[src/logic/clkgc_pkg.sv]
package clkgc_pkg;

	// Register word offsets on the bus
	localparam logic [3:0] CLKGC_PIN_MODE_OFS  = 4'h0;
	localparam logic [3:0] CLKGC_OSC_RUN_OFS   = 4'h4;
	localparam logic [3:0] CLKGC_SYS_SEL_OFS   = 4'h8;
	localparam logic [3:0] CLKGC_SUPPLY_OFS    = 4'hc;

	// Values after reset: external sources stopped, internal fast oscillator running
	localparam logic [7:0] CLKGC_PIN_MODE_RST  = 8'h00;
	localparam logic [7:0] CLKGC_OSC_RUN_RST   = 8'hc0;
	localparam logic [7:0] CLKGC_SYS_SEL_RST   = 8'h00;
	localparam logic [7:0] CLKGC_SUPPLY_RST    = 8'h00;

	// Writable and readable bits; all others are fixed zero, except select bits 7 and 5, which read the switch status
	localparam logic [7:0] CLKGC_PIN_MODE_MASK = 8'hf7;
	localparam logic [7:0] CLKGC_OSC_RUN_MASK  = 8'hc1;
	localparam logic [7:0] CLKGC_SYS_SEL_WMASK = 8'h50;
	localparam logic [7:0] CLKGC_SUPPLY_MASK   = 8'h90;

	// Field positions
	localparam int CLKGC_MAIN_MODE_HI   = 7;
	localparam int CLKGC_MAIN_MODE_LO   = 6;
	localparam int CLKGC_SUB_MODE_HI    = 5;
	localparam int CLKGC_SUB_MODE_LO    = 4;
	localparam int CLKGC_SUB_DRIVE_HI   = 2;
	localparam int CLKGC_SUB_DRIVE_LO   = 1;
	localparam int CLKGC_MAIN_FREQ_BIT  = 0;
	localparam int CLKGC_MAIN_HALT_BIT  = 7;
	localparam int CLKGC_SUB_HALT_BIT   = 6;
	localparam int CLKGC_FAST_HALT_BIT  = 0;
	localparam int CLKGC_CPU_STAT_BIT   = 7;
	localparam int CLKGC_CPU_SEL_BIT    = 6;
	localparam int CLKGC_MAIN_STAT_BIT  = 5;
	localparam int CLKGC_MAIN_SEL_BIT   = 4;
	localparam int CLKGC_SUB_GATE_BIT   = 7;
	localparam int CLKGC_TIMER_SEL_BIT  = 4;

	// Pin mode and drive codes
	localparam logic [1:0] CLKGC_MODE_OSC        = 2'h1;
	localparam logic [1:0] CLKGC_MODE_EXT        = 2'h3;
	localparam logic [1:0] CLKGC_DRIVE_FORBIDDEN = 2'h3;

	// Switchover settle time
	localparam int CLKGC_CLK_PERIOD_NS  = 100;
	localparam int CLKGC_SETTLE_NS      = 800;
	localparam int CLKGC_SETTLE_CYCLES  =
		(CLKGC_SETTLE_NS + CLKGC_CLK_PERIOD_NS - 1) / CLKGC_CLK_PERIOD_NS;
	localparam logic [3:0] CLKGC_SETTLE_LAST = 4'(CLKGC_SETTLE_CYCLES - 1);

	typedef enum logic {CLKGC_SW_STABLE, CLKGC_SW_SETTLE} clkgc_sw_state_t;

	typedef struct packed {
		logic       main_osc_en;
		logic       main_ext_en;
		logic       main_port;
		logic       sub_osc_en;
		logic       sub_ext_en;
		logic       sub_port;
		logic [1:0] sub_drive;
		logic       main_freq_high;
		logic       fast_osc_en;
	} clkgc_osc_t;

	typedef struct packed {
		logic cpu_on_sub;
		logic main_on_high_speed;
		logic periph_sub_en;
		logic timer_on_slow;
	} clkgc_route_t;

endpackage

[src/logic/clkgc_sync.sv]
`timescale 1ns/1ps
module clkgc_sync #(
	parameter int W = 3
) (
	input  wire logic         clk,
	input  wire logic         rst,
	input  wire logic         ce,
	input  wire logic [W-1:0] async_in,
	output logic      [W-1:0] sync_out
);
	logic [W-1:0] stage1;

	// Two flops per bit; the first is read by the second only
	for (genvar i = 0; i < W; i++) begin : g_bit
		always_ff @(posedge clk) begin
			if (rst) begin
				stage1[i]   <= 1'b0;
				sync_out[i] <= 1'b0;
			end else if (ce) begin
				stage1[i]   <= async_in[i];
				sync_out[i] <= stage1[i];
			end
		end
	end
endmodule

[src/logic/clkgc_switch.sv]
`timescale 1ns/1ps
module clkgc_switch (
	input  wire logic clk,
	input  wire logic rst,
	input  wire logic ce,
	input  wire logic sel,
	input  wire logic tgt_ready,
	output logic      status
);
	clkgc_pkg::clkgc_sw_state_t state;
	logic [3:0]                 count;
	wire                        want = sel != status;

	// Status follows select only after the target ran steadily for the settle time
	always_ff @(posedge clk) begin
		if (rst) begin
			state  <= clkgc_pkg::CLKGC_SW_STABLE;
			count  <= 4'h0;
			status <= 1'b0;
		end else if (ce) begin
			case (state)
				clkgc_pkg::CLKGC_SW_STABLE: begin
					count <= 4'h0;
					if (want && tgt_ready) begin
						state <= clkgc_pkg::CLKGC_SW_SETTLE;
					end
				end
				clkgc_pkg::CLKGC_SW_SETTLE: begin
					// A lost source or withdrawn request aborts the switch
					if (!want || !tgt_ready) begin
						state <= clkgc_pkg::CLKGC_SW_STABLE;
					end else if (count == clkgc_pkg::CLKGC_SETTLE_LAST) begin
						status <= sel;
						state  <= clkgc_pkg::CLKGC_SW_STABLE;
					end else begin
						count <= count + 4'h1;
					end
				end
				default: state <= clkgc_pkg::CLKGC_SW_STABLE;
			endcase
		end
	end

	sw_lag_a: assert property (@(posedge clk) disable iff (rst)
		$changed(status) |-> $past(tgt_ready) && $past(state == clkgc_pkg::CLKGC_SW_SETTLE))
		else $error("status moved without a settled source");
	sw_hold_a: assert property (@(posedge clk) disable iff (rst)
		(ce && !tgt_ready) |=> $stable(status))
		else $error("status moved while target not ready");
endmodule

[src/logic/clkgc_top.sv]
// Behaviour
// Main pin mode: port, oscillator, external clock.
// Sub pin mode: port, oscillator, external clock.
// Sub drive: low, normal, ultra-low; 11 refused.
// Main range bit tunes 1-10 or 10-20 MHz.
// Main halt bit stops oscillator or external input.
// Sub halt bit stops oscillator or external input.
// Fast internal oscillator halt bit stops it.
// CPU status reads actual main or sub source.
// CPU select requests main or sub clock.
// Main status reads fast oscillator or high-speed.
// Main select picks fast oscillator or high-speed.
// Standby gating limits sub clock to timers.
// Timer count clock: sub or slow oscillator.
// Fixed-zero bits read zero, writes ignored.
// Status bits change after switchover completes.
`timescale 1ns/1ps
module clkgc_top (
	input  wire logic                    SYS_CLK,
	input  wire logic                    RST,
	input  wire logic                    CE,
	input  wire logic                    WB_CYC_I,
	input  wire logic                    WB_STB_I,
	input  wire logic                    WB_WE_I,
	input  wire logic [3:0]              WB_ADR_I,
	input  wire logic [3:0]              WB_SEL_I,
	input  wire logic [31:0]             WB_DAT_I,
	output logic      [31:0]             WB_DAT_O,
	output logic                         WB_ACK_O,
	input  wire logic                    MAIN_CLK_READY,
	input  wire logic                    SUB_CLK_READY,
	input  wire logic                    FAST_OSC_READY,
	input  wire logic                    STOP_MODE,
	input  wire logic                    HALT_MODE,
	output clkgc_pkg::clkgc_osc_t        OSC_CTRL,
	output clkgc_pkg::clkgc_route_t      CLK_ROUTE
);
	logic [7:0] pin_mode;
	logic [7:0] osc_run;
	logic [7:0] sys_sel;
	logic [7:0] supply;
	logic [2:0] ready_sync;
	logic       cpu_status;
	logic       main_status;

	// Bus decode
	wire        req        = WB_CYC_I && WB_STB_I && !WB_ACK_O;
	wire        wr_lane    = req && WB_WE_I && WB_SEL_I[0];
	wire        hit_pin    = WB_ADR_I == clkgc_pkg::CLKGC_PIN_MODE_OFS;
	wire        hit_run    = WB_ADR_I == clkgc_pkg::CLKGC_OSC_RUN_OFS;
	wire        hit_sel    = WB_ADR_I == clkgc_pkg::CLKGC_SYS_SEL_OFS;
	wire        hit_supply = WB_ADR_I == clkgc_pkg::CLKGC_SUPPLY_OFS;
	wire [7:0]  wdata      = WB_DAT_I[7:0];

	// Forbidden drive code keeps the previous drive setting
	wire        drive_bad  = wdata[clkgc_pkg::CLKGC_SUB_DRIVE_HI:clkgc_pkg::CLKGC_SUB_DRIVE_LO]
		== clkgc_pkg::CLKGC_DRIVE_FORBIDDEN;
	wire [7:0]  drive_keep = 8'h06;
	wire [7:0]  pin_wr     = drive_bad ? ((wdata & ~drive_keep) | (pin_mode & drive_keep))
		: wdata;

	// Fixed-zero bits are masked on write
	wire [7:0]  next_pin_mode = pin_wr & clkgc_pkg::CLKGC_PIN_MODE_MASK;
	wire [7:0]  next_osc_run  = wdata & clkgc_pkg::CLKGC_OSC_RUN_MASK;
	wire [7:0]  next_sys_sel  = wdata & clkgc_pkg::CLKGC_SYS_SEL_WMASK;
	wire [7:0]  next_supply   = wdata & clkgc_pkg::CLKGC_SUPPLY_MASK;

	// Live select readback: status bits come from the switch trackers
	wire [7:0]  sel_view;
	assign sel_view = sys_sel
		| (8'(cpu_status) << clkgc_pkg::CLKGC_CPU_STAT_BIT)
		| (8'(main_status) << clkgc_pkg::CLKGC_MAIN_STAT_BIT);

	// Read mux; unmapped offsets answer zero
	wire [7:0]  rd_byte = hit_pin    ? pin_mode :
		hit_run    ? osc_run  :
		hit_sel    ? sel_view :
		hit_supply ? supply   : 8'h00;

	// Registers written from the bus
	always_ff @(posedge SYS_CLK) begin
		if (RST) begin
			pin_mode <= clkgc_pkg::CLKGC_PIN_MODE_RST;
			osc_run  <= clkgc_pkg::CLKGC_OSC_RUN_RST;
			sys_sel  <= clkgc_pkg::CLKGC_SYS_SEL_RST;
			supply   <= clkgc_pkg::CLKGC_SUPPLY_RST;
		end else if (CE && wr_lane) begin
			if (hit_pin) begin
				pin_mode <= next_pin_mode;
			end
			if (hit_run) begin
				osc_run <= next_osc_run;
			end
			if (hit_sel) begin
				sys_sel <= next_sys_sel;
			end
			if (hit_supply) begin
				supply <= next_supply;
			end
		end
	end

	// One-wait-state answer, dropped the cycle after
	always_ff @(posedge SYS_CLK) begin
		if (RST) begin
			WB_ACK_O <= 1'b0;
			WB_DAT_O <= 32'h0000_0000;
		end else if (CE) begin
			WB_ACK_O <= req;
			WB_DAT_O <= req ? {24'h00_0000, rd_byte} : 32'h0000_0000;
		end
	end

	// Bus side: zero data outside the answer, fixed-zero bits never stored
	idle_data_a: assert property (@(posedge SYS_CLK) disable iff (RST)
		!WB_ACK_O |-> WB_DAT_O == 32'h0000_0000)
		else $error("read data driven outside ack");
	upper_lane_a: assert property (@(posedge SYS_CLK) disable iff (RST)
		WB_DAT_O[31:8] == 24'h00_0000)
		else $error("upper read lanes not zero");
	fixed_zero_a: assert property (@(posedge SYS_CLK) disable iff (RST)
		!pin_mode[3] && (osc_run & 8'h3e) == 8'h00 && (sys_sel & 8'haf) == 8'h00
			&& (supply & 8'h6f) == 8'h00)
		else $error("fixed-zero register bit set");

	// Ready pins come from free oscillators, so they are synchronised first
	clkgc_sync #(
		.W(3)
	) u_sync (
		.clk      (SYS_CLK),
		.rst      (RST),
		.ce       (CE),
		.async_in ({FAST_OSC_READY, SUB_CLK_READY, MAIN_CLK_READY}),
		.sync_out (ready_sync)
	);

	// Field views
	wire [1:0]  main_mode = pin_mode[clkgc_pkg::CLKGC_MAIN_MODE_HI:clkgc_pkg::CLKGC_MAIN_MODE_LO];
	wire [1:0]  sub_mode  = pin_mode[clkgc_pkg::CLKGC_SUB_MODE_HI:clkgc_pkg::CLKGC_SUB_MODE_LO];
	wire        main_halt = osc_run[clkgc_pkg::CLKGC_MAIN_HALT_BIT];
	wire        sub_halt  = osc_run[clkgc_pkg::CLKGC_SUB_HALT_BIT];
	wire        fast_halt = osc_run[clkgc_pkg::CLKGC_FAST_HALT_BIT];

	// Codes 00 and 10 leave the pins as ports
	wire        main_is_osc = main_mode == clkgc_pkg::CLKGC_MODE_OSC;
	wire        main_is_ext = main_mode == clkgc_pkg::CLKGC_MODE_EXT;
	wire        sub_is_osc  = sub_mode == clkgc_pkg::CLKGC_MODE_OSC;
	wire        sub_is_ext  = sub_mode == clkgc_pkg::CLKGC_MODE_EXT;

	// Source running and stable, as seen through the ready pins
	wire        high_speed_ok = (main_is_osc || main_is_ext) && !main_halt && ready_sync[0];
	wire        sub_ok        = (sub_is_osc || sub_is_ext) && !sub_halt && ready_sync[1];
	wire        fast_ok       = !fast_halt && ready_sync[2];

	// Main source tracker: fast oscillator or high-speed clock
	wire        main_sel   = sys_sel[clkgc_pkg::CLKGC_MAIN_SEL_BIT];
	wire        main_ready = main_sel ? high_speed_ok : fast_ok;
	clkgc_switch u_main_sw (
		.clk       (SYS_CLK),
		.rst       (RST),
		.ce        (CE),
		.sel       (main_sel),
		.tgt_ready (main_ready),
		.status    (main_status)
	);

	// CPU source tracker: main system clock or subsystem clock
	wire        cpu_sel   = sys_sel[clkgc_pkg::CLKGC_CPU_SEL_BIT];
	wire        main_live = main_status ? high_speed_ok : fast_ok;
	wire        cpu_ready = cpu_sel ? sub_ok : main_live;
	clkgc_switch u_cpu_sw (
		.clk       (SYS_CLK),
		.rst       (RST),
		.ce        (CE),
		.sel       (cpu_sel),
		.tgt_ready (cpu_ready),
		.status    (cpu_status)
	);

	// A status bit only ever moves onto the source that is requested
	main_follow_a: assert property (@(posedge SYS_CLK) disable iff (RST)
		$changed(main_status) |-> main_status == $past(sys_sel[4]))
		else $error("main status moved away from its select");
	cpu_follow_a: assert property (@(posedge SYS_CLK) disable iff (RST)
		$changed(cpu_status) |-> cpu_status == $past(sys_sel[6]))
		else $error("cpu status moved away from its select");

	// Standby gating of the sub clock towards peripherals
	wire        standby     = STOP_MODE || (HALT_MODE && cpu_status);
	wire        gate_on     = supply[clkgc_pkg::CLKGC_SUB_GATE_BIT];
	wire        next_periph = !(standby && gate_on);
	wire        timer_slow  = supply[clkgc_pkg::CLKGC_TIMER_SEL_BIT];

	// Oscillator controls; a halted external input is simply ignored
	clkgc_pkg::clkgc_osc_t next_osc;
	always_comb begin
		next_osc                = '0;
		next_osc.main_osc_en    = main_is_osc && !main_halt;
		next_osc.main_ext_en    = main_is_ext && !main_halt;
		next_osc.main_port      = !main_is_osc && !main_is_ext;
		next_osc.sub_osc_en     = sub_is_osc && !sub_halt;
		next_osc.sub_ext_en     = sub_is_ext && !sub_halt;
		next_osc.sub_port       = !sub_is_osc && !sub_is_ext;
		next_osc.sub_drive      = pin_mode[clkgc_pkg::CLKGC_SUB_DRIVE_HI:
			clkgc_pkg::CLKGC_SUB_DRIVE_LO];
		next_osc.main_freq_high = pin_mode[clkgc_pkg::CLKGC_MAIN_FREQ_BIT];
		next_osc.fast_osc_en    = !fast_halt;
	end

	// Outputs registered so the pads see clean levels
	always_ff @(posedge SYS_CLK) begin
		if (RST) begin
			OSC_CTRL  <= '0;
			CLK_ROUTE <= '0;
		end else if (CE) begin
			OSC_CTRL                     <= next_osc;
			CLK_ROUTE.cpu_on_sub         <= cpu_status;
			CLK_ROUTE.main_on_high_speed <= main_status;
			CLK_ROUTE.periph_sub_en      <= next_periph;
			CLK_ROUTE.timer_on_slow      <= timer_slow;
		end
	end

	ack_pulse_a: assert property (@(posedge SYS_CLK) disable iff (RST)
		WB_ACK_O |=> !WB_ACK_O)
		else $error("ack held longer than one cycle");
	ack_timing_a: assert property (@(posedge SYS_CLK) disable iff (RST)
		(CE && WB_CYC_I && WB_STB_I && !WB_ACK_O) |=> WB_ACK_O)
		else $error("request not answered next cycle");
	drive_legal_a: assert property (@(posedge SYS_CLK) disable iff (RST)
		pin_mode[2:1] != clkgc_pkg::CLKGC_DRIVE_FORBIDDEN)
		else $error("forbidden drive code stored");
	zero_bits_a: assert property (@(posedge SYS_CLK) disable iff (RST)
		WB_ACK_O && $past(hit_run) |-> (WB_DAT_O[7:0] & 8'h3e) == 8'h00)
		else $error("fixed-zero bit read as one");
	main_enable_a: assert property (@(posedge SYS_CLK) disable iff (RST)
		CE |=> OSC_CTRL.main_osc_en == ($past(main_mode) == 2'h1 && !$past(main_halt)))
		else $error("main oscillator enable wrong");
	fast_halt_a: assert property (@(posedge SYS_CLK) disable iff (RST)
		(CE && fast_halt) |=> !OSC_CTRL.fast_osc_en)
		else $error("fast oscillator runs while halted");
	periph_gate_a: assert property (@(posedge SYS_CLK) disable iff (RST)
		(CE && STOP_MODE && gate_on) |=> !CLK_ROUTE.periph_sub_en)
		else $error("sub clock reaches peripherals in gated standby");
	timer_sel_a: assert property (@(posedge SYS_CLK) disable iff (RST)
		CE |=> CLK_ROUTE.timer_on_slow == $past(supply[4]))
		else $error("timer count clock select not followed");
	cpu_status_a: assert property (@(posedge SYS_CLK) disable iff (RST)
		CE |=> CLK_ROUTE.cpu_on_sub == $past(cpu_status))
		else $error("cpu source status not reported");
	switch_wait_a: assert property (@(posedge SYS_CLK) disable iff (RST)
		$rose(main_status) |-> $past(main_sel) && $past(high_speed_ok, 2))
		else $error("main status rose before the source settled");

	// Oscillator controls follow the registers one cycle later
	main_port_a: assert property (@(posedge SYS_CLK) disable iff (RST)
		CE |=> OSC_CTRL.main_port == !$past(pin_mode[6]))
		else $error("main pins not ports in port mode");
	port_idle_a: assert property (@(posedge SYS_CLK) disable iff (RST)
		(CE && !pin_mode[6]) |=> !OSC_CTRL.main_osc_en && !OSC_CTRL.main_ext_en)
		else $error("main source enabled in port mode");
	main_ext_a: assert property (@(posedge SYS_CLK) disable iff (RST)
		CE |=> OSC_CTRL.main_ext_en ==
			($past(pin_mode[7:6]) == 2'h3 && !$past(osc_run[7])))
		else $error("main external input enable wrong");
	main_halt_a: assert property (@(posedge SYS_CLK) disable iff (RST)
		(CE && osc_run[7]) |=> !OSC_CTRL.main_osc_en && !OSC_CTRL.main_ext_en)
		else $error("main source runs while halted");
	sub_port_a: assert property (@(posedge SYS_CLK) disable iff (RST)
		CE |=> OSC_CTRL.sub_port == !$past(pin_mode[4]))
		else $error("sub pins not ports in port mode");
	sub_osc_a: assert property (@(posedge SYS_CLK) disable iff (RST)
		CE |=> OSC_CTRL.sub_osc_en ==
			($past(pin_mode[5:4]) == 2'h1 && !$past(osc_run[6])))
		else $error("sub oscillator enable wrong");
	sub_ext_a: assert property (@(posedge SYS_CLK) disable iff (RST)
		CE |=> OSC_CTRL.sub_ext_en ==
			($past(pin_mode[5:4]) == 2'h3 && !$past(osc_run[6])))
		else $error("sub external input enable wrong");
	sub_halt_a: assert property (@(posedge SYS_CLK) disable iff (RST)
		(CE && osc_run[6]) |=> !OSC_CTRL.sub_osc_en && !OSC_CTRL.sub_ext_en)
		else $error("sub source runs while halted");
	sub_drive_a: assert property (@(posedge SYS_CLK) disable iff (RST)
		CE |=> OSC_CTRL.sub_drive == $past(pin_mode[2:1]))
		else $error("sub drive setting not passed on");
	freq_range_a: assert property (@(posedge SYS_CLK) disable iff (RST)
		CE |=> OSC_CTRL.main_freq_high == $past(pin_mode[0]))
		else $error("main frequency range not passed on");
	fast_run_a: assert property (@(posedge SYS_CLK) disable iff (RST)
		(CE && !osc_run[0]) |=> OSC_CTRL.fast_osc_en)
		else $error("fast oscillator stopped while enabled");

	// Routing and standby gating
	main_route_a: assert property (@(posedge SYS_CLK) disable iff (RST)
		CE |=> CLK_ROUTE.main_on_high_speed == $past(main_status))
		else $error("main source status not reported");
	gate_open_a: assert property (@(posedge SYS_CLK) disable iff (RST)
		(CE && !supply[7]) |=> CLK_ROUTE.periph_sub_en)
		else $error("sub clock cut with gating off");
	awake_open_a: assert property (@(posedge SYS_CLK) disable iff (RST)
		(CE && !STOP_MODE && !HALT_MODE) |=> CLK_ROUTE.periph_sub_en)
		else $error("sub clock cut outside standby");
	halt_gate_a: assert property (@(posedge SYS_CLK) disable iff (RST)
		(CE && HALT_MODE && cpu_status && supply[7]) |=> !CLK_ROUTE.periph_sub_en)
		else $error("sub clock reaches peripherals in gated halt");

	// A CPU source switch finishes only on a settled target
	cpu_lag_a: assert property (@(posedge SYS_CLK) disable iff (RST)
		$rose(cpu_status) |-> $past(cpu_sel) && $past(sub_ok, 2))
		else $error("cpu status rose before the sub source settled");
	cpu_back_a: assert property (@(posedge SYS_CLK) disable iff (RST)
		$fell(cpu_status) |-> !$past(cpu_sel) && $past(main_live, 2))
		else $error("cpu status fell before the main source settled");
endmodule

[config.mk]
export PLATFORM = sky130hd
export DESIGN_NAME = clkgc_top
export DESIGN_NICKNAME = d
export VERILOG_FILES = /design/src/logic/clkgc_pkg.sv /design/src/logic/clkgc_sync.sv /design/src/logic/clkgc_switch.sv /design/src/logic/clkgc_top.sv
export SDC_FILE = /design/constraint.sdc
export NUM_CORES = 1
export LEC_CHECK = 0
export BUFFER_PORTS_ARGS = -buffer_cell sky130_fd_sc_hd__buf_2
export CAP_MARGIN = 30
export CORE_UTILIZATION = 45
export CTS_CLUSTER_SIZE = 40
export DETAILED_ROUTE_END_ITERATION = 10
export PLACE_DENSITY = 0.74
export SLEW_MARGIN = 20
export SYNTH_ARGS = -nofsm -noshare
export SYNTH_HDL_FRONTEND = slang
export SYNTH_SLANG_ARGS = --single-unit
[constraint.sdc]
create_clock -name SYS_CLK -period 2 [get_ports SYS_CLK]
set_clock_uncertainty 0.1 [all_clocks]
set_input_delay 0 -clock SYS_CLK [delete_from_list [all_inputs] [get_ports SYS_CLK]]
set_output_delay 0 -clock SYS_CLK [all_outputs]
set_load 0.01 [all_outputs]
# After elaboration in Yosys (flattened, before gate mapping)
# Cells that the tools add are included.
# totals
register_bits,79
in_bits,51
out_inout_bits,47
word_cells,126
# classes
n_addsub,2
eq_ne,16
mux,23
bitwise,7
reduce_logical,47
# ops
op,n
$mux W8,6
$logic_and A1 B1 Y1,20
$mux W4,4
$pmux W4 S2,2
$logic_not A1 Y1,13
$eq A4 B3 Y1 const B,3
$mux W1,9
$add A4 B1 Y4 const B,2
$eq A4 B4 Y1 const B,2
$ne A2 B2 Y1 const B,4
$or A7 B8 Y8,1
$or A8 B3 Y8,1
$or A8 B6 Y8,1
$reduce_and A2 Y1,4
$reduce_and A4 Y1,2
$eq A2 B2 Y1 const B,3
$reduce_and A3 Y1,2
$logic_or A1 B1 Y1,5
$eq A2 B1 Y1 const B,2
$logic_not A4 Y1,1
$not A1 Y1,4
$pmux W1 S2,2
$ne A1 B1 Y1,2

# Logic depth before layout (Yosys ltp)
# Gate-level depths: netlist of run 1.
# logic_depth
ltp_word,10
mapped_depth,7
depth_no_buf,6

# Hierarchy
# A second synthesis of run 1 with hierarchy kept.
# hier_totals
hier_cells,311
area_unflattened_um2,2683.8
# modules_own_cells
mod,n_inst,cells_per_inst,area_each_um2,seq_area_each_um2
clkgc_top,1,204,1794.2,720.7
clkgc_switch,2,44,337.8,120.1
clkgc_sync,1,19,214.0,120.1

# Worst setup path after synthesis of run 1
# Ideal clock, no wire load.
# synth_path
path_kind,register to register
start,register WB_ACK_O
end,register sys_sel[4]
setup_ps,128
arrival_ps,1279
required_ps,1772
setup_slack_ps,494
path_stages_with_launch,6
n_path_buf,0
period_less_slack_ps,1506
cell_sequence,dfxtp_1 and4b_1 and3_1 and4b_1 mux2i_1 nor2_1
# synth_between
elab_chain_len,6
# synth_rtl
item,line_no,source
start: declaration,clkgc_top.sv:29,"output logic WB_ACK_O,"
start signal: assignment,clkgc_top.sv:109,WB_ACK_O <= req;
$logic_not A1 Y1,clkgc_top.sv:47,wire req = WB_CYC_I && WB_STB_I && !WB_ACK_O;
$logic_and A1 B1 Y1,clkgc_top.sv:47,
$logic_and A1 B1 Y1 (2 in series),clkgc_top.sv:48,wire wr_lane = req && WB_WE_I && WB_SEL_I[0];
$logic_and A1 B1 Y1,clkgc_top.sv:87,end else if (CE && wr_lane) begin
$reduce_and A2 Y1 (no source line),--,
end signal: assignment,clkgc_top.sv:85,sys_sel <= clkgc_pkg::CLKGC_SYS_SEL_RST;
end signal: assignment,clkgc_top.sv:95,sys_sel <= next_sys_sel;
end: declaration,clkgc_top.sv:40,logic [7:0] sys_sel;
# Every way passes these cells.
# A chain may end at the register's enable or synchronous reset.

# Worst setup path after layout of run 1
# layout_path
start,register pin_mode[4]
end,register u_cpu_sw.count[3]
# layout_between
elab_chain_len,9
elab_cells_between_ends,10
cone_classes,eq/ne (3); mux (1); reduce/logical (6)
# layout_rtl
item,line_no,source
start: declaration,clkgc_top.sv:38,logic [7:0] pin_mode;
start signal: assignment,clkgc_top.sv:83,pin_mode <= clkgc_pkg::CLKGC_PIN_MODE_RST;
start signal: assignment,clkgc_top.sv:89,pin_mode <= next_pin_mode;
$eq A2 B1 Y1 / $eq A2 B2 Y1 (equally long branches),"clkgc_top.sv:147, clkgc_top.sv:148",
$logic_or A1 B1 Y1 *,clkgc_top.sv:152,wire sub_ok = (sub_is_osc || sub_is_ext) && !sub_halt && ready_sync[1];
$logic_and A1 B1 Y1 * (2 in series),clkgc_top.sv:152,
$mux W1 *,clkgc_top.sv:170,wire cpu_ready = cpu_sel ? sub_ok : main_live;
$logic_not A1 Y1 *,clkgc_switch.sv:30,if (!want || !tgt_ready) begin
$logic_or A1 B1 Y1 *,clkgc_switch.sv:30,
$ne A2 B2 Y1 (no source line) *,--,
$reduce_and A3 Y1 (no source line) *,--,
end signal: assignment,clkgc_switch.sv:36,count <= count + 4'h1;
end: declaration,clkgc_switch.sv:11,logic [3:0] count;
# Mark *: on every way between the ends. The rest lies on a longest branch, timed or not.

==> results.toml, run 1 <==
[run_status]
outcome = "complete, no violations"

[routing]
vias = 2058
dr_wl_met3_um = 161
top_layer_used = "met4"
drc = 0
wirelength_mm = 5.094
postRouteAntennaNets = 0
dr_wl_met2_mm = 2.516
wl_met1_mm = 2.367
dr.pass1.iters = 4
wl_per_cell_um = 12.55
via_per_inst = 5.069
drt_iter0_drc = 92

[worst_setup_path]
endpoint_kind = "flop"
worst_r2r_endpoint = "u_cpu_sw.count[3]$_SDFFE_PP0P_"
r2r_slack_ps = 270
path_buf_inv = 0
reg2reg_from = "pin_mode[4]$_SDFFE_PP0P_"
critical_path_depth = 5
path_class = "reg -> reg"
worstPathMaxFanout = 5
critical_path.endpoint = "u_cpu_sw.count[3]$_SDFFE_PP0P_"
cp_top_family = "compound AO/OA/AOI/OAI gates"
crit_chain = "and2b_1, nand4b_1, a31oi_4, a21oi_1, o21a_1"
critical_path_arrival_ps = 1820
r2r_cells = 5
cp-start-kind = "flop"
slowest_stage = "dfxtp_1"
startpoint = "pin_mode[4]$_SDFFE_PP0P_"
max_stage_delay_ps = 410
required_ps = 2090

[pwr]
leakagePower_uw = 0.001299
swShare = 0.2247
power_frac_comb = 0.086
powerDensity_nw_per_um2 = 663.8
p_int_uw = 1533
pwr-share-clk = 0.360
p_switching_uw = 444.3
ir_drop_uv = 406.7
seqPwrFrac = 0.554
power.total_uw = 1977

[place]
place_ws_ps = 298.4
post-dp-hpwl_mm = 3.674
placement.io_buffers = 44
gp_congestion = 0.7948

[yosys]
synth_top_cell_area_share = 0.4225
syn_inst = 280
syn_area_um2 = 2559
yosysSeqAreaShare = 0.4225
synth_area_leader_cell = "dfxtp_1"
syn_area_per_cell_um2 = 9.138
async_flop_share = 0
synth_area_leaders = "dfxtp_1 (42%), mux2i_1 (9.8%), buf_4 (8.2%)"
synth_ff_type = "dfxtp_1"
ys_warn_count = 0
ys_seq_elements = 54
synthDistinctLibCells = 51
synth_enable_flop_cells = 0

[flow_run]
maxCapViolCount = 0

[timing]
setup-tns-final_ps = 0
hold_viol_final = 0
rsz0062_at_grt = "false"
fin_crit_ps = 1729
worst_hold_slack_ps = 97.71
period_share = 0.8644
drv_slew = 0
worst_slack_ps = 271.2
setup_viol = 0
timing.fmax_mhz = 578.4

[floorplanning]
num_rows = 27
num_io_pins = 98
die_x_um = 77.41
start_util = 0.4647
die_h_um = 77.41
dieArea_um2 = 5992
core_um2 = 5507

[global_routing]
antenna_found_initial = 0
grt_pass1_wl_mm = 8.445
grt_max_degree = 36
grtUsageTotal = 0.1765
first_global_vias = 1860
overflow = 0

[layout]
layout-drive-gt1-share = 0.1916
final_common_cell = "dfxtp_1"
fin_nets = 386
syn_to_final_growth_pct = 16.43
n_antenna_cell = 0
fillers = 517
final_util = 0.5410
layout_common_cells = "dfxtp_1 (54), nor2_1 (49), buf_2 (44), mux2i_1 (25), conb_1 (25)"

[clock_network]
cts_made_buffers = 5
clockBufferDepth = 2
clockRootBuffer = "clkbuf_8"
insertion_delay_ps = 300
cts_tree = "done"
cts.clk_slew.worst_paths_ps = 90
ctsHoldBuffers = 13
h-tree-depth = 2
cts_resized = 0
numClockSinks = 54
cts_setup_buffers = 0

[min_path]
hold_class = "in -> reg"
## layer usage
metal | up-vias | global-route usage
met5 | - | 0
met4 | 0 | 0.06038
met3 | 4 | 0.03412
met2 | 52 | 0.3195
met1 | 975 | 0.2062
li1 | 1027 | -
## metrics by stage
stage	instance area, um2	instances
2_1_floorplan	2649	304
3_3_place_gp	2743	385
3_5_place_dp	2743	385
4_1_cts	2979	406
5_1_grt	2979	406
6_report	2979	406
## layout make-up
class | count | area, um2 | area share
repair buffers | 60 | 385.4 | 0.1294
multi-input cells | 205 | 1290 | 0.4330
clock buffers | 7 | 76.32 | 0.02562
flip-flops and latches | 54 | 1081 | 0.3629
clock inverters | 1 | 30.03 | 0.01008
well taps | 72 | 90.09 | 0.03024
inverters | 7 | 26.28 | 0.008820
## worst min path at each step
stage,endpoint,depth (start not counted),start
2_1_floorplan,osc_run[0]$_SDFFE_PP0P_,2,WB_DAT_I[0]
3_3_place_gp,u_sync.stage1[0]$_SDFFE_PP0P_,3,MAIN_CLK_READY
3_5_place_dp,u_sync.stage1[0]$_SDFFE_PP0P_,3,MAIN_CLK_READY
4_1_cts,WB_DAT_O[0]$_SDFFE_PP0P_,6,WB_ADR_I[1]
5_1_grt,WB_DAT_O[0]$_SDFFE_PP0P_,6,WB_ADR_I[0]
6_report,WB_DAT_O[0]$_SDFFE_PP0P_,6,WB_ADR_I[1]
## synthesized netlist by cell type (all sizes together), types with 2 or more instances
| master | instances |
|---|---|
| a211o | 3 |
| a211oi | 4 |
| a21o | 2 |
| a21oi | 15 |
| a22oi | 6 |
| a31oi | 2 |
| and2 | 3 |
| and2b | 4 |
| and3 | 3 |
| and4b | 3 |
| and4bb | 2 |
| buf | 31 |
| clkbuf | 7 |
| dfxtp | 54 |
| ha | 2 |
| inv | 6 |
| mux2i | 25 |
| nand2 | 17 |
| nand2b | 2 |
| nand3 | 4 |
| nand3b | 2 |
| nand4 | 2 |
| nand4b | 4 |
| nor2 | 49 |
| nor3 | 6 |
| o21ai | 3 |
## state kept, by name (all words and copies together), names as in the netlist, 4 cells and up
register         cells
pin_mode             7
CLK_ROUTE            4
u_main_sw.count      4
OSC_CTRL            10
WB_DAT_O             7
u_cpu_sw.count       4
## cell families after synthesis
kind of cell | after synthesis | synth area share
fa+ha+maj | 2 | 0.009778
xor+xnor | 2 | 0.006847
mux | 27 | 0.1110
compound gates | 43 | 0.1252
simple gates | 106 | 0.2147
flops | 54 | 0.4225
buf+inv | 45 | 0.1086
other cells | 1 | 0.001466
## power groups by stage
stage,clock network [uW],registers (uW),logic (uW)
global route,761,1100,187
floorplan,0,1120,135
finish,711,1100,170
CTS,721,1100,170
detailed placement,0,1120,150
global placement,0,1120,148
## worst min-delay path: stages
cell,delay [ps]
buf_2,120
nor3_4,50
nand2_1,70
nor2_1,60
a21oi_1,110
nor2_1,40
(Power assumes the default switching activity.)
==> inputs of run 2 (changes only) <==
Settings changed: ABC_AREA set to 1.
==> results.toml, run 2 <==
[run_status]
outcome = "complete, no violations"

[yosys]
synth_ff_type = "dfxtp_1"
syn_area_per_cell_um2 = 7.321
async_flop_share = 0
ys_warn_count = 0
yosysSeqAreaShare = 0.4219
synthDistinctLibCells = 30
syn_inst = 350
netlist_top_cells_count = "nor2_1 (67), dfxtp_1 (54), nand2_1 (52)"
ys_seq_elements = 54
synth_area_leader_cell = "dfxtp_1"
synth_area_leaders = "dfxtp_1 (42%), nor2_1 (9.8%), buf_4 (7.6%)"
synth_top_cell_area_share = 0.4219
syn_area_um2 = 2562
synth_enable_flop_cells = 0
synth.most_common_cell = "nor2_1"

[layout]
largestRegisters = "OSC_CTRL x10, WB_DAT_O x7, pin_mode x7"
layout_common_cells = "nor2_1 (67), dfxtp_1 (54), nand2_1 (52), buf_2 (44), nand3_1 (26)"
layout-drive-gt1-share = 0.1932
largest-register = "OSC_CTRL"
n_antenna_cell = 0
final_common_cell = "nor2_1"
fillers = 570
layout.cells.non_filler = 486
syn_to_final_growth_pct = 19.14
fin_nets = 467
largest_reg_flops = 10

[pwr]
power.total_uw = 1914
ir_drop_uv = 358.3
powerDensity_nw_per_um2 = 627.1
leakagePower_uw = 0.001348

[global_routing]
first_global_vias = 2227
grtUsageTotal = 0.2075
grt_pass1_wl_mm = 9.846
grt_max_degree = 35
overflow = 0
antenna_found_initial = 0

[routing]
vias = 2378
wl_per_cell_um = 11.98
postRouteAntennaNets = 0
drt_iter0_drc = 88
drc = 0
wirelength_mm = 5.824
dr.pass1.iters = 4
via_per_inst = 4.893

[timing]
rsz0062_at_grt = "false"
period_share = 0.9317
setup-tns-final_ps = 0
worst_hold_slack_ps = 40.32
relSlewSlack = 0.3987
worst_pin_slew_ps = 901.0
hold_viol_final = 0
worst_slack_ps = 136.6
fin_crit_ps = 1863
setup_viol = 0
timing.fmax_mhz = 536.6
drv_slew = 0

[worst_setup_path]
critical_path_arrival_ps = 1970
cp_top_family = "simple AND/OR/NAND/NOR gates"
path_buf_inv = 1
worstPathMaxFanout = 9
endpoint_kind = "flop"
required_ps = 2100
path_class = "reg -> reg"
max_stage_delay_ps = 560
slowest_stage = "dlygate4sd3_1"
cp-start-kind = "flop"
crit_chain = "nand3b_4, nor2_4, nand4_4, o21ai_1, nor2_1, dlygate4sd3_1"

[min_path]
hold_class = "in -> reg"

[place]
place_ws_ps = 445.5
dp_cells = 458
placement.io_buffers = 44
post-dp-hpwl_mm = 4.065
gp_congestion = 0.8448

[floorplanning]
die_h_um = 77.46
start_util = 0.4653
die_x_um = 77.46
core_um2 = 5507
dieArea_um2 = 6000
num_io_pins = 98
num_rows = 27

[clock_network]
cts_tree = "done"
h-tree-depth = 2
clockBufferDepth = 2
cts_setup_buffers = 0
cts.clk_slew.worst_paths_ps = 100
insertion_delay_ps = 310
numClockSinks = 54
cts_made_buffers = 5
clockRootBuffer = "clkbuf_8"

[flow_run]
maxCapViolCount = 0
run 2: report_power, final:
group	leakage (uW)	switching [uW]	internal [uW]
Sequential	0.000440	15.4	1100
Combinational	0.000871	130	83.1
Clock	0.0000373	346	241
run 2: per-layer routing:
metal / track usage / vias to the layer above / wire (um)
li1: - / 1206 / -
met1: 0.2601 / 1086 / 2622
met2: 0.3425 / 69 / 2829
met3: 0.04471 / 17 / 220
met4: 0.08868 / 0 / 152
met5: 0 / - / 0
run 2: logic make-up (layout without fill, tap and decap cells):
group,after synthesis,count (layout),share of synthesized area
other,1,25,0.001463
AND/OR/NAND/NOR,170,170,0.3110
buffers and inverters,62,102,0.1299
XOR/XNOR,3,3,0.01026
flip-flops,54,54,0.4219
AO/OA/AOI/OAI,58,58,0.1157
adder cells (fa/ha/maj),2,2,0.009764
run 2: worst register-to-register path: stages (launching register included):
cell and delay (ps):
dfxtp_1 340, nand3b_4 160, nor2_4 160, nand4_4 180
o21ai_1 170, nor2_1 80, dlygate4sd3_1 560
run 2: worst paths after layout:
| check | to | depth (start not counted) | slack (ps) | startpoint |
|---|---|---|---|---|
| worst max-delay path | pin_mode[1]$_SDFFE_PP0P_ | 6 | 140 | WB_ACK_O$_SDFFE_PP0P_ |
| worst min-delay path | pin_mode[6]$_SDFFE_PP0P_ | 4 | 40 | WB_SEL_I[0] |
| worst min register to register | WB_DAT_O[6]$_SDFFE_PP0P_ | 2 | 370 | WB_DAT_O[6]$_SDFFE_PP0P_ |
| worst max register to register | pin_mode[1]$_SDFFE_PP0P_ | 6 | 140 | WB_ACK_O$_SDFFE_PP0P_ |
run 2: cell type report:
| type | instances | area, um2 | area share |
|---|---|---|---|
| multi-input cells | 258 | 1244 | 0.4074 |
| repair buffers | 69 | 460.4 | 0.1508 |
| inverters | 26 | 97.59 | 0.03197 |
| well taps | 72 | 90.09 | 0.02951 |
| clock inverters | 1 | 7.507 | 0.002459 |
| clock buffers | 6 | 72.57 | 0.02377 |
| flip-flops and latches | 54 | 1081 | 0.3541 |
run 2: repair_timing:
item	4_1_cts	5_1_grt
hold buffers	21	0
resized for setup	0	2
endpoints found under the hold margin	22	0
endpoints found under the setup margin	0	1
run 2: per-stage QoR:
| step | util | instance area, um2 |
|---|---|---|
| 2_1_floorplan | - | 2653 |
| 3_3_place_gp | 0.5008 | 2758 |
| 3_5_place_dp | 0.5008 | 2758 |
| 4_1_cts | 0.5535 | 3048 |
| 5_1_grt | 0.5544 | 3053 |
| 6_report | 0.5544 | 3053 |
